--- src/hdl/mpe_pkg.sv ---
package mpe_pkg;
  // clock rate and timing figures
  localparam int unsigned CLK_HZ        = 10_000_000;
  localparam int unsigned CLK_NS        = 1_000_000_000 / CLK_HZ;
  localparam int unsigned CELL_NS       = 400;
  localparam int unsigned HYB_PULSE_NS  = 100;
  localparam int unsigned BP_PULSE_NS   = 200;
  localparam int unsigned RX_TOL_NS     = 100;
  // cycle counts derived from the figures
  localparam int unsigned CELL_CYC      = CELL_NS / CLK_NS;
  localparam int unsigned HYB_PULSE_CYC =
    (HYB_PULSE_NS + CLK_NS - 1) / CLK_NS;
  localparam int unsigned BP_PULSE_CYC  = (BP_PULSE_NS + CLK_NS - 1) / CLK_NS;
  localparam int unsigned RX_TOL_CYC    = RX_TOL_NS / CLK_NS;
  localparam int unsigned CNT_W         = 3;
  localparam logic [CNT_W-1:0] CNT_ZERO = 3'h0;
  localparam logic [CNT_W-1:0] CNT_ONE  = 3'h1;
  localparam logic [CNT_W-1:0] CELL_LAST =
    CNT_W'(CELL_CYC - 1);
  localparam logic [CNT_W-1:0] HYB_P2_START = CNT_W'(HYB_PULSE_CYC);
  localparam logic [CNT_W-1:0] HYB_P2_END   = CNT_W'(2 * HYB_PULSE_CYC);
  localparam logic [CNT_W-1:0] BP_END       = CNT_W'(BP_PULSE_CYC);
  localparam logic [CNT_W-1:0] RX_WIN_END   =
    CNT_W'(CELL_CYC + RX_TOL_CYC - 1);
  localparam logic [CNT_W-1:0] HALF_CELL    = CNT_W'(CELL_CYC / 2);

  typedef enum logic [1:0] {
    MPE_STYLE_HYBRID   = 2'b00,
    MPE_STYLE_BACKPL   = 2'b01,
    MPE_STYLE_DIFF     = 2'b10
  } mpe_style_t;
endpackage : mpe_pkg

--- src/hdl/mpe_rx_if.sv ---
`timescale 1ns/10ps
interface mpe_rx_if;
  logic line_level;
  logic active_low;
  logic cell_strobe;
  logic bit_value;
  modport src (output line_level, output active_low,
               input cell_strobe, input bit_value);
  modport dec (input line_level, input active_low,
               output cell_strobe, output bit_value);
endinterface : mpe_rx_if

--- src/hdl/mpe_rx_decoder.sv ---
`timescale 1ns/10ps
module mpe_rx_decoder (
  input  wire logic clk_in,
  input  wire logic rst_n_in,
  mpe_rx_if.dec     rx
);
  logic                      lvl_q;
  logic                      hunt_q;
  logic [mpe_pkg::CNT_W-1:0] cnt_q;
  logic                      seen_q;
  logic                      strobe_q;
  logic                      bit_q;

  // pulse polarity follows style: hybrid positive, backplane negative
  wire pulse_lvl  = rx.line_level ^ rx.active_low;
  wire pulse_edge = pulse_lvl & ~lvl_q;
  wire cell_end   = ~hunt_q && (cnt_q == mpe_pkg::CELL_LAST);
  // late_pulse needs cnt_q to reach RX_WIN_END, which it never does; a late pulse resyncs the grid and closes the cell with seen_q
  wire late_pulse = ~hunt_q && (cnt_q == mpe_pkg::RX_WIN_END);

  assign rx.cell_strobe = strobe_q;
  assign rx.bit_value   = bit_q;

  always_ff @(posedge clk_in or negedge rst_n_in) begin
    if (!rst_n_in) begin
      // held high so an idle line gives no false edge after reset
      lvl_q    <= 1'b1;
      hunt_q   <= 1'b1;
      cnt_q    <= mpe_pkg::CNT_ZERO;
      seen_q   <= 1'b0;
      strobe_q <= 1'b0;
      bit_q    <= 1'b0;
    end else begin
      lvl_q    <= pulse_lvl;
      strobe_q <= 1'b0;
      if (pulse_edge && (hunt_q || cnt_q >= mpe_pkg::HALF_CELL)) begin
        // resync the cell grid to a pulse seen while hunting or in the second half-cell, centred on it
        hunt_q   <= 1'b0;
        cnt_q    <= mpe_pkg::HALF_CELL;
        seen_q   <= 1'b1;
        if (!hunt_q) begin
          strobe_q <= 1'b1;
          bit_q    <= seen_q;
        end
      end else if (cell_end || late_pulse) begin
        cnt_q    <= mpe_pkg::CNT_ZERO;
        strobe_q <= 1'b1;
        bit_q    <= seen_q | pulse_edge;
        seen_q   <= 1'b0;
      end else if (!hunt_q) begin
        cnt_q <= cnt_q + mpe_pkg::CNT_ONE;
        if (pulse_edge) begin
          seen_q <= 1'b1;
        end
      end
    end
  end
endmodule : mpe_rx_decoder

--- src/hdl/mpe_line_codec.sv ---
// Behaviour
// hybrid one: two 100 ns low pulses
// hybrid zero: no pulse on either drive
// hybrid style only used at 2.5 Mbps
// hybrid receive: positive pulse means one
// 400 ns cells, tolerate 100 ns skew
// backplane drive push-pull or open-drain, default open
// backplane one: single 200 ns low pulse
// backplane receive: negative pulse means one
// backplane secondary drive carries bit clock
// differential: data pulses only while enabled
// reset holds drives and enable inactive
// grounded secondary pin at reset: enable high
// board keeps secondary pin grounded permanently
// hybrid pulses sequential, within first half-cell
`timescale 1ns/10ps
module mpe_line_codec (
  input  wire logic       clk_in,
  input  wire logic       rst_n_in,
  input  wire logic [1:0] drive_style_in,
  input  wire logic       drive_style_select_in,
  input  wire logic       tx_enable_in,
  input  wire logic       tx_data_in,
  input  wire logic       line_receive_in,
  input  wire logic       secondary_line_drive_in,
  output logic            primary_line_drive_out,
  output logic            primary_line_drive_oe_out,
  output logic            secondary_line_drive_out,
  output logic            secondary_line_drive_oe_out,
  output logic            driver_enable_out,
  output logic            tx_cell_start_out,
  output logic            rx_bit_valid_out,
  output logic            rx_bit_out
);
  logic [mpe_pkg::CNT_W-1:0] cell_q;
  logic                      bit_q;
  logic                      en_q;
  logic                      pol_high_q;
  logic                      pol_done_q;
  logic [2:0]                rx_sync_q;
  logic [2:0]                p2_sync_q;
  logic [2:0]                p2_fill_q;
  logic                      rx_lvl_q;
  logic                      p1_q;
  logic                      p1_oe_q;
  logic                      p2_q;
  logic                      p2_oe_q;
  logic                      txen_q;
  logic                      start_q;
  logic                      rxv_q;
  logic                      rxb_q;
  mpe_rx_if                  rxi ();

  wire mpe_pkg::mpe_style_t style = mpe_pkg::mpe_style_t'(drive_style_in);
  wire is_hyb   = (style == mpe_pkg::MPE_STYLE_HYBRID);
  wire cell_end = (cell_q == mpe_pkg::CELL_LAST);
  wire send_one = bit_q && en_q;
  // hybrid pulses: first then second, both in first half-cell
  wire hyb_p1 = send_one && (cell_q < mpe_pkg::HYB_P2_START);
  wire hyb_p2 = send_one && (cell_q >= mpe_pkg::HYB_P2_START)
                && (cell_q < mpe_pkg::HYB_P2_END);
  wire bp_p1  = send_one && (cell_q < mpe_pkg::BP_END);
  wire p1_lo  = is_hyb ? hyb_p1 : bp_p1;
  // bit clock high over the first half of each cell
  wire bitclk = (cell_q < mpe_pkg::HALF_CELL);
  wire txen_act = ~is_hyb && en_q;
  wire txen_lvl = pol_high_q ? txen_act : ~txen_act;
  wire p1_oe    = is_hyb || drive_style_select_in || p1_lo;
  // rx sync: a change counts once stages two and three agree
  wire rx_agree = (rx_sync_q[1] == rx_sync_q[2]);
  wire rx_lvl_d = rx_agree ? rx_sync_q[2] : rx_lvl_q;
  // strap judged only once the pin itself has filled all three stages
  wire p2_ready = p2_fill_q[2] && (p2_sync_q[1] == p2_sync_q[2]);

  assign rxi.line_level = rx_lvl_q;
  assign rxi.active_low = ~is_hyb;

  mpe_rx_decoder u_dec (
    .clk_in   (clk_in),
    .rst_n_in (rst_n_in),
    .rx       (rxi.dec)
  );

  always_ff @(posedge clk_in or negedge rst_n_in) begin
    if (!rst_n_in) begin
      cell_q <= mpe_pkg::CNT_ZERO;
      bit_q  <= 1'b0;
      en_q   <= 1'b0;
    end else begin
      cell_q <= cell_end ? mpe_pkg::CNT_ZERO : cell_q + mpe_pkg::CNT_ONE;
      if (cell_end) begin
        bit_q <= tx_data_in;
        en_q  <= tx_enable_in;
      end
    end
  end

  // strap caught on the fourth clock after release at the earliest, never by reset
  always_ff @(posedge clk_in or negedge rst_n_in) begin
    if (!rst_n_in) begin
      pol_done_q <= 1'b0;
      pol_high_q <= 1'b0;
      p2_sync_q  <= 3'h0;
      p2_fill_q  <= 3'h0;
    end else begin
      p2_sync_q <= {p2_sync_q[1:0], secondary_line_drive_in};
      p2_fill_q <= {p2_fill_q[1:0], 1'b1};
      if (!pol_done_q && p2_ready) begin
        pol_done_q <= 1'b1;
        pol_high_q <= ~p2_sync_q[2];
      end
    end
  end

  always_ff @(posedge clk_in or negedge rst_n_in) begin
    if (!rst_n_in) begin
      rx_sync_q <= 3'h7;
      rx_lvl_q  <= 1'b0;
    end else begin
      rx_sync_q <= {rx_sync_q[1:0], line_receive_in};
      rx_lvl_q  <= rx_lvl_d;
    end
  end

  // outputs registered; reset leaves drives released and idle
  always_ff @(posedge clk_in or negedge rst_n_in) begin
    if (!rst_n_in) begin
      p1_q    <= 1'b1;
      p1_oe_q <= 1'b0;
      p2_q    <= 1'b1;
      p2_oe_q <= 1'b0;
      txen_q  <= 1'b1;
      start_q <= 1'b0;
      rxv_q   <= 1'b0;
      rxb_q   <= 1'b0;
    end else begin
      p1_q    <= ~p1_lo;
      p1_oe_q <= pol_done_q && p1_oe;
      // hybrid drives pulses; backplane drives bit clock only if not strapped
      p2_q    <= is_hyb ? ~hyb_p2 : bitclk;
      p2_oe_q <= pol_done_q && (is_hyb || !pol_high_q);
      txen_q  <= pol_done_q ? txen_lvl : 1'b1;
      start_q <= cell_end;
      rxv_q   <= rxi.cell_strobe;
      rxb_q   <= rxi.bit_value;
    end
  end

  assign primary_line_drive_out      = p1_q;
  assign primary_line_drive_oe_out   = p1_oe_q;
  assign secondary_line_drive_out    = p2_q;
  assign secondary_line_drive_oe_out = p2_oe_q;
  assign driver_enable_out           = txen_q;
  assign tx_cell_start_out           = start_q;
  assign rx_bit_valid_out            = rxv_q;
  assign rx_bit_out                  = rxb_q;

  hyb_pulse_len_a: assert property (@(posedge clk_in) disable iff (!rst_n_in)
    $fell(p1_q) && is_hyb |-> !p1_q ##1 p1_q)
    else $error("hybrid primary pulse not one cycle");
  hyb_no_overlap_a: assert property (@(posedge clk_in)
    disable iff (!rst_n_in) is_hyb |-> (p1_q || p2_q))
    else $error("hybrid pulses overlap");
  hyb_seq_a: assert property (@(posedge clk_in) disable iff (!rst_n_in)
    is_hyb && $rose(p1_q) && $stable(drive_style_in) |-> !p2_q ##1 p2_q)
    else $error("second pulse does not follow first");
  bp_pulse_len_a: assert property (@(posedge clk_in) disable iff (!rst_n_in)
    !is_hyb && $fell(p1_q) && $stable(drive_style_in)
    |-> !p1_q ##1 !p1_q ##1 p1_q)
    else $error("backplane pulse not two cycles");
  zero_quiet_a: assert property (@(posedge clk_in) disable iff (!rst_n_in)
    cell_end && !(tx_data_in && tx_enable_in) |=> ##1 p1_q [*4])
    else $error("pulse sent for a zero");
  diff_gate_a: assert property (@(posedge clk_in) disable iff (!rst_n_in)
    !is_hyb && !p1_q && $past(!is_hyb) |-> txen_q == pol_high_q)
    else $error("pulse without driver enable");
  open_drain_a: assert property (@(posedge clk_in) disable iff (!rst_n_in)
    !is_hyb && $past(!is_hyb && !drive_style_select_in && !p1_lo)
    |-> !p1_oe_q)
    else $error("open drain drives high");
  reset_idle_a: assert property (@(posedge clk_in)
    !rst_n_in |-> p1_q && !p1_oe_q && !p2_oe_q && txen_q)
    else $error("drive active in reset");
endmodule : mpe_line_codec

--- config.mk ---
export PLATFORM = sky130hd
export DESIGN_NAME = mpe_line_codec
export DESIGN_NICKNAME = d
export VERILOG_FILES = /design/src/hdl/mpe_pkg.sv /design/src/hdl/mpe_rx_if.sv /design/src/hdl/mpe_rx_decoder.sv /design/src/hdl/mpe_line_codec.sv
export SDC_FILE = /design/constraint.sdc
export NUM_CORES = 1
export LEC_CHECK = 0
export ABC_AREA = 1
export BUFFER_PORTS_ARGS = -buffer_cell sky130_fd_sc_hd__buf_2
export CORE_AREA = 2 2 53 55
export DETAILED_ROUTE_END_ITERATION = 10
export DIE_AREA = 0 0 55 57
export GPL_TIMING_DRIVEN = 0
export HOLD_SLACK_MARGIN = 0.03
export PLACE_DENSITY = 0.74
export SETUP_SLACK_MARGIN = 0.5
export SYNTH_ARGS = -nofsm -noshare
export SYNTH_HDL_FRONTEND = slang
export SYNTH_HIERARCHICAL = 1
export SYNTH_SLANG_ARGS = --single-unit
export TNS_END_PERCENT = 1
--- constraint.sdc ---
create_clock -name clk_in -period 3.9 [get_ports clk_in]
set_input_delay 0.78 -clock clk_in [delete_from_list [all_inputs] [get_ports clk_in]]
set_output_delay 0.78 -clock clk_in [all_outputs]
set_load 0.01 [all_outputs]
==> results.py, run 1 <==
metrics = {
    "logic_synthesis": {
        "async_reset_ff_share_pct": 100,
        "syn_nets": 152,
        "synth_area_mm2": 0.00136,
        "synth_top_flop_cell": "dfrtp_1",
        "yosysSeqAreaShare_pct": 61.6,
        "yosys-top-cells-area": "dfrtp_1 46%, dfstp_2 15%, nand2_1 10%, ha_1 5.5%, inv_1 5.3%",
        "netlist_top_cells_count": "36 x nand2_1, 25 x dfrtp_1, 19 x inv_1",
        "ys_types": 20,
        "syn_avg_cell_area_um2": 9.91,
        "yosysTopAreaCell": "dfrtp_1",
        "synth_warnings": 6,
        "synth-edff-count": 0,
        "synth_top_area_share_pct": 46.1,
        "post-synth-top-count-cell": "nand2_1",
        "postSynthCellCount": 137,
        "ys_seq_elements": 33,
    },
    "critical_path": {
        "startpoint_type": "flop",
        "crit_chain": "buf_2",
        "crit_family": "flip-flops",
        "crit_path_end_kind": "output pin",
        "path_max_fanout": 1,
        "slowest_stage": "dfstp_2",
        "required_ns": 3.12,
        "worstRegToRegCells": 7,
        "arrival_ns": 0.96,
        "critPathMaxStageDelay_ns": 0.53,
        "cp_num_buf_inv": 1,
        "crit_cells": 1,
        "worst-setup-path-type": "reg -> out",
    },
    "die": {
        "die_w_um": 55,
        "fp.dieH_um": 57,
        "rows": 19,
        "ios": 17,
        "coreArea_mm2": 0.00262,
        "die-area_mm2": 0.00314,
        "start_util_pct": 51.9,
    },
    "cts": {
        "htreeDepth": 2,
        "clk_pin_slew_ns": 0.09,
        "cts_buffers": 5,
        "cts.path.max_buffers": 2,
        "cts_tree": "built",
        "cts_resized": 0,
        "clk_latency_ns": 0.32,
        "clockRootBuffer": "clkbuf_4",
        "cts.hold.buffers_added": 0,
        "postCtsSetupRepairBufs": 0,
        "clkSinkCount": 33,
    },
    "sta": {
        "tightest_slew_ns": 0.681,
        "max_freq_ghz": 0.574,
        "finalCriticalPeriod_ns": 1.74,
        "rsz0062_at_grt": "false",
        "holdWs_ns": 0.353,
        "fin_worst_skew_ns": 0.00399,
        "final_hold_viol_count": 0,
        "setup_viol": 0,
        "worst_slew_margin_rel_pct": 54.6,
        "finalSetupTns_ns": 0,
        "fin_crit_sh_pct": 44.7,
        "timing.final.ws_setup_ns": 2.16,
        "drv_slew": 0,
    },
    "global_route": {
        "antenna_found_initial": 0,
        "gr-usage-all-layers_pct": 17.6,
        "grt_pass1_vias": 995,
        "grt_max_degree": 34,
        "grt_pass1_wl_um": 3900,
        "grt_remaining_overflow": 0,
    },
    "routing": {
        "viasPerCell": 4.89,
        "route.vias.total": 938,
        "drt_iter0_drc": 13,
        "drc": 0,
        "ant_nets": 0,
        "post_drt_wl_per_cell_um": 11.4,
        "drt-pass1-iter-count": 4,
        "wl_um": 2180,
    },
    "placement": {
        "gp_congestion": 0.766,
        "port_buffers": 16,
        "dp_hpwl_um": 1580,
        "place_ws_ns": 2.14,
    },
    "cells_and_area": {
        "regArea_um2": 836,
        "drive_gt1_share_pct": 28.6,
        "areaGrowthSynthToFinish_pct": 13.9,
        "layout.nets": 175,
        "diodes": 0,
        "multi_input_area_um2": 435,
        "fill_cells": 245,
    },
    "power_and_ir_drop": {
        "vdd_ir_drop_max_mv": 0.395,
        "p_leak_nw": 0.835,
        "powerDensity_mw_per_mm2": 585,
    },
    "flow_run": {
        "maxCapViolCount": 0,
    },
    "worst_hold_path": {
        "min_delay_path_depth": 0,
        "hold_path_class": "reg -> reg",
    },
    "run_status": {
        "outcome": "complete, no violations",
    },
}
-- layout make-up --
type	instances	share of cell area, %
Sequential cell	33	54.0
Multi-Input combinational cell	81	28.2
Inverter	23	5.58
Timing Repair Buffer	16	5.18
Clock buffer	7	4.21
Tap cell	31	2.51
Clock inverter	1	0.324
-- placed cells by master (no fill, tap or decap), types with 2 or more instances in the layout --
cell type  synthesis  routed
inv_1             19      19
nand2_2            5       5
nand3_1            7       7
o21ai_1            2       2
dfrtp_1           25      25
nand2_1           36      36
dfstp_2            8       8
inv_2              4       4
clkbuf_8           0       2
nand4_1            2       2
buf_2              0      16
ha_1               6       6
clkbuf_4           0       5
a21oi_2            2       2
nor2_1            13      13
-- state kept, by name (all words and copies together) (netlist names), 3 cells and up --
name,count
u_dec/cnt_q,3
rx_sync_q,3
p2_fill_q,3
p2_sync_q,3
cell_q,3
-- power by group --
group	internal, mW	switching [mW]	total (mW)
clock	0.104	0.106	0.211
combinational	0.0955	0.146	0.242
sequential	0.414	0.0385	0.453
-- kinds of logic after synthesis --
family                   Yosys count  synth area share (%)
other                              1                 0.276
adder cells (fa/ha/maj)            7                  6.27
buffers and inverters             23                  6.36
flip-flops                        33                  61.6
AO/OA/AOI/OAI                      7                  3.32
AND/OR/NAND/NOR                   66                  22.2
-- through the flow --
step / cell area (µm²) / util, % / std cells / power (mW)
after floorplan: 1360 / - / 137 / 0.626
after global placement: 1480 / 56.5 / 184 / 0.682
after detailed placement: 1480 / 56.5 / 184 / 0.699
after CTS: 1550 / 59.1 / 192 / 0.919
after global routing: 1550 / 59.1 / 192 / 0.981
final: 1550 / 59.1 / 192 / 0.905
-- layer usage --
metal	track usage, %	part of all wire, %	up-vias
met3	6.02	4.2	7
met4	10.5	2.1	0
met2	28.7	53	18
met5	0	0	-
met1	19.1	41	450
li1	-	-	463
-- path summary, 6_finish.rpt --
kind,startpoint,endpoint,slack (ns)
setup / recovery,secondary_line_drive_out$_DFF_PN1_,secondary_line_drive_out,2.16
hold / removal,p2_fill_q[1]$_DFF_PN0_,p2_fill_q[2]$_DFF_PN0_,0.35
setup reg to reg,u_dec/cnt_q[1]$_DFFE_PN0P_,u_dec/cnt_q[1]$_DFFE_PN0P_,2.49
hold reg to reg,p2_fill_q[1]$_DFF_PN0_,p2_fill_q[2]$_DFF_PN0_,0.35
max in group asynchronous,rst_n_in,bit_q$_DFFE_PN0P_,2.97
min in group asynchronous,rst_n_in,primary_line_drive_oe_out$_DFF_PN0_,0.49
Power figures use the tool's default switching activity.
==> inputs of run 2 (changes only) <==
Settings changed: CORE_AREA 2 2 53 55 to 2 2 56 58, DIE_AREA 0 0 55 57 to 0 0 58 60, PLACE_DENSITY 0.74 to 0.7.
Clock period 3.9 ns to 1.4 ns, I/O delays scaled along.
==> run 2 against run 1 <==
Cell count grew 2.6%; clock skew is 0.0063 ns higher; the run now ends with negative hold slack left; critical path type is now reg -> reg; combinational power grew to 3.3 times the previous value; design area is 3.1% higher; global-route usage decreased by 3.0 points; sequential share of layout area shrank 1.6 points; setup slack got worse by 2.1 ns; critical path depth increased by 6; routed wire length down 3.8%; register-to-register slack got worse by 2.4 ns; flip-flop and latch count is the same.
==> results.py, run 2 (same netlist as run 1, synthesis figures left out) <==
metrics = {
    "die": {
        "rows": 20,
        "fp.dieH_um": 60,
        "coreArea_mm2": 0.00290,
        "die-area_mm2": 0.00348,
        "die_w_um": 58,
        "ios": 17,
        "start_util_pct": 46.8,
    },
    "placement": {
        "dpl_cell_area_mm2": 0.00148,
        "port_buffers": 16,
        "dp_hpwl_um": 1470,
        "gp_congestion": 0.858,
    },
    "routing": {
        "drc": 0,
        "drt_iter0_drc": 19,
        "post_drt_wl_per_cell_um": 10.7,
        "wl_um": 2100,
        "drt-pass1-iter-count": 4,
        "ant_nets": 0,
        "route.vias.total": 906,
        "viasPerCell": 4.60,
    },
    "cells_and_area": {
        "drive_gt1_share_pct": 31.1,
        "mostFrequentLayoutCells": "36 x nand2_1, 25 x dfrtp_1, 19 x inv_1, 16 x buf_2, 11 x nor2_1",
        "design_area_mm2": 0.00159,
        "diodes": 0,
        "layout.nets": 178,
        "areaGrowthSynthToFinish_pct": 17.4,
        "fin_util_pct": 54.9,
        "fill_cells": 259,
        "layout.cells.most_common": "nand2_1",
    },
    "global_route": {
        "gr-usage-all-layers_pct": 14.6,
        "grt_remaining_overflow": 0,
        "grt_max_degree": 34,
        "grt_pass1_wl_um": 3660,
        "antenna_found_initial": 0,
        "grt_pass1_vias": 871,
    },
    "critical_path": {
        "cp_num_buf_inv": 0,
        "required_ns": 1.65,
        "worst-setup-path-type": "reg -> reg",
        "crit_path_end_kind": "flop",
        "critPathMaxStageDelay_ns": 0.44,
        "slowest_stage": "dfrtp_1",
        "arrival_ns": 1.57,
        "crit_chain": "ha_2, ha_4, a21oi_4, nor2_2, nor2_1, nand3_1, o21ai_1",
        "startpoint_type": "flop",
        "path_max_fanout": 5,
        "crit_family": "flip-flops",
    },
    "sta": {
        "finalSetupTns_ns": 0,
        "fin_crit_sh_pct": 94.1,
        "tightest_slew_ns": 0.688,
        "worst_slew_margin_rel_pct": 54.1,
        "final_hold_viol_count": 22,
        "finalCriticalPeriod_ns": 1.32,
        "fin_worst_skew_ns": 0.0103,
        "drv_slew": 0,
        "max_freq_ghz": 0.759,
        "rsz0062_at_grt": "true",
        "holdWs_ns": -0.0124,
        "setup_viol": 0,
    },
    "cts": {
        "clkSinkCount": 33,
        "cts_tree": "built",
        "cts_buffers": 5,
        "htreeDepth": 2,
        "clk_latency_ns": 0.32,
        "cts.path.max_buffers": 2,
        "clk_pin_slew_ns": 0.10,
        "clockRootBuffer": "clkbuf_4",
    },
    "power_and_ir_drop": {
        "p_int_mw": 1.76,
        "clkPwrFrac_pct": 20.7,
        "p_sw_mw": 0.837,
        "vdd_ir_drop_max_mv": 0.836,
        "p_seq_share_pct": 48.5,
        "swShare_pct": 32.3,
        "p_leak_nw": 0.841,
        "combinationalPowerShare_pct": 30.8,
        "powerDensity_mw_per_mm2": 1630,
    },
    "run_status": {
        "failed_checks": "negative hold slack",
        "outcome": "finished, violations left",
    },
    "flow_run": {
        "maxCapViolCount": 0,
    },
    "worst_hold_path": {
        "hold_path_class": "in -> async",
    },
}
-- run 2: changes by cell type in the layout (fill, tap and decap cells not counted), moves of 2 or more --
| cell | delta |
|---|---|
| clkbuf_1 | +2 |
| buf_4 | +2 |
| ha_1 | -2 |
| nor2_2 | +2 |
| nor2_1 | -2 |
-- run 2: area by class of cell --
class | instances | area, µm² | area share (%)
Clock buffer | 8 | 58.8 | 3.69
Tap cell | 33 | 41.3 | 2.59
Timing Repair Buffer | 19 | 105 | 6.59
Inverter | 23 | 86.3 | 5.42
Sequential cell | 33 | 836 | 52.4
Multi-Input combinational cell | 81 | 467 | 29.3
-- run 2: worst paths after layout --
check / startpoint / endpoint / slack, ns / depth (start not counted)
worst max-delay path: u_dec/cnt_q[1]$_DFFE_PN0P_ / u_dec/cnt_q[2]$_DFFE_PN0P_ / 0.08 / 7
worst min-delay path: rst_n_in / pol_done_q$_DFFE_PN0P_ / -0.01 / 1
worst max register to register: u_dec/cnt_q[1]$_DFFE_PN0P_ / u_dec/cnt_q[2]$_DFFE_PN0P_ / 0.08 / 7
worst min register to register: p2_fill_q[1]$_DFF_PN0_ / p2_fill_q[2]$_DFF_PN0_ / 0.36 / 0
max in group asynchronous: rst_n_in / p2_sync_q[2]$_DFF_PN0_ / 0.97 / 1
min in group clk_in: secondary_line_drive_in / p2_sync_q[0]$_DFF_PN0_ / 0.06 / 1
-- run 2: timing repair --
action	in CTS	in global routing
setup endpoints to repair	22	23
setup buffers	2	0
gates resized for setup	4	2
hold endpoints to repair	25	1
pin swaps	2	1
-- run 2: worst reg2reg max path, stage by stage (launching register included) --
cell and delay (ns):
dfrtp_1 0.44, ha_2 0.21, ha_4 0.17, a21oi_4 0.14, nor2_2 0.06, nor2_1 0.08, nand3_1 0.06, o21ai_1 0.08
-- run 2: power by group through the flow --
stage / Sequential [mW] / Clock [mW] / Combinational (mW)
detailed placement: 1.28 / 0 / 0.672
finish: 1.26 / 0.536 / 0.799
global placement: 1.27 / 0 / 0.641
floorplan: 1.29 / 0 / 0.460
CTS: 1.26 / 0.565 / 0.775
global route: 1.28 / 0.599 / 0.921
-- run 2: through the flow --
stage	worst slack (ns)	power, mW	std cells
2_1_floorplan	0.183	1.75	137
6_report	0.0826	2.59	197
4_1_cts	0.0956	2.60	196
3_5_place_dp	0.0827	1.95	186
5_1_grt	0.00317	2.80	197
3_3_place_gp	0.102	1.91	186
-- run 2: per-layer routing --
metal  vias up  wire [µm]  part of all wire [%]  global-route usage (%)
li1        466          -                     -                       -
met4         0         19                  0.90                    7.31
met2        19       1020                    48                    22.1
met1       419        942                    45                    17.8
met5         -          0                     0                       0
met3         2        121                   5.8                    6.28
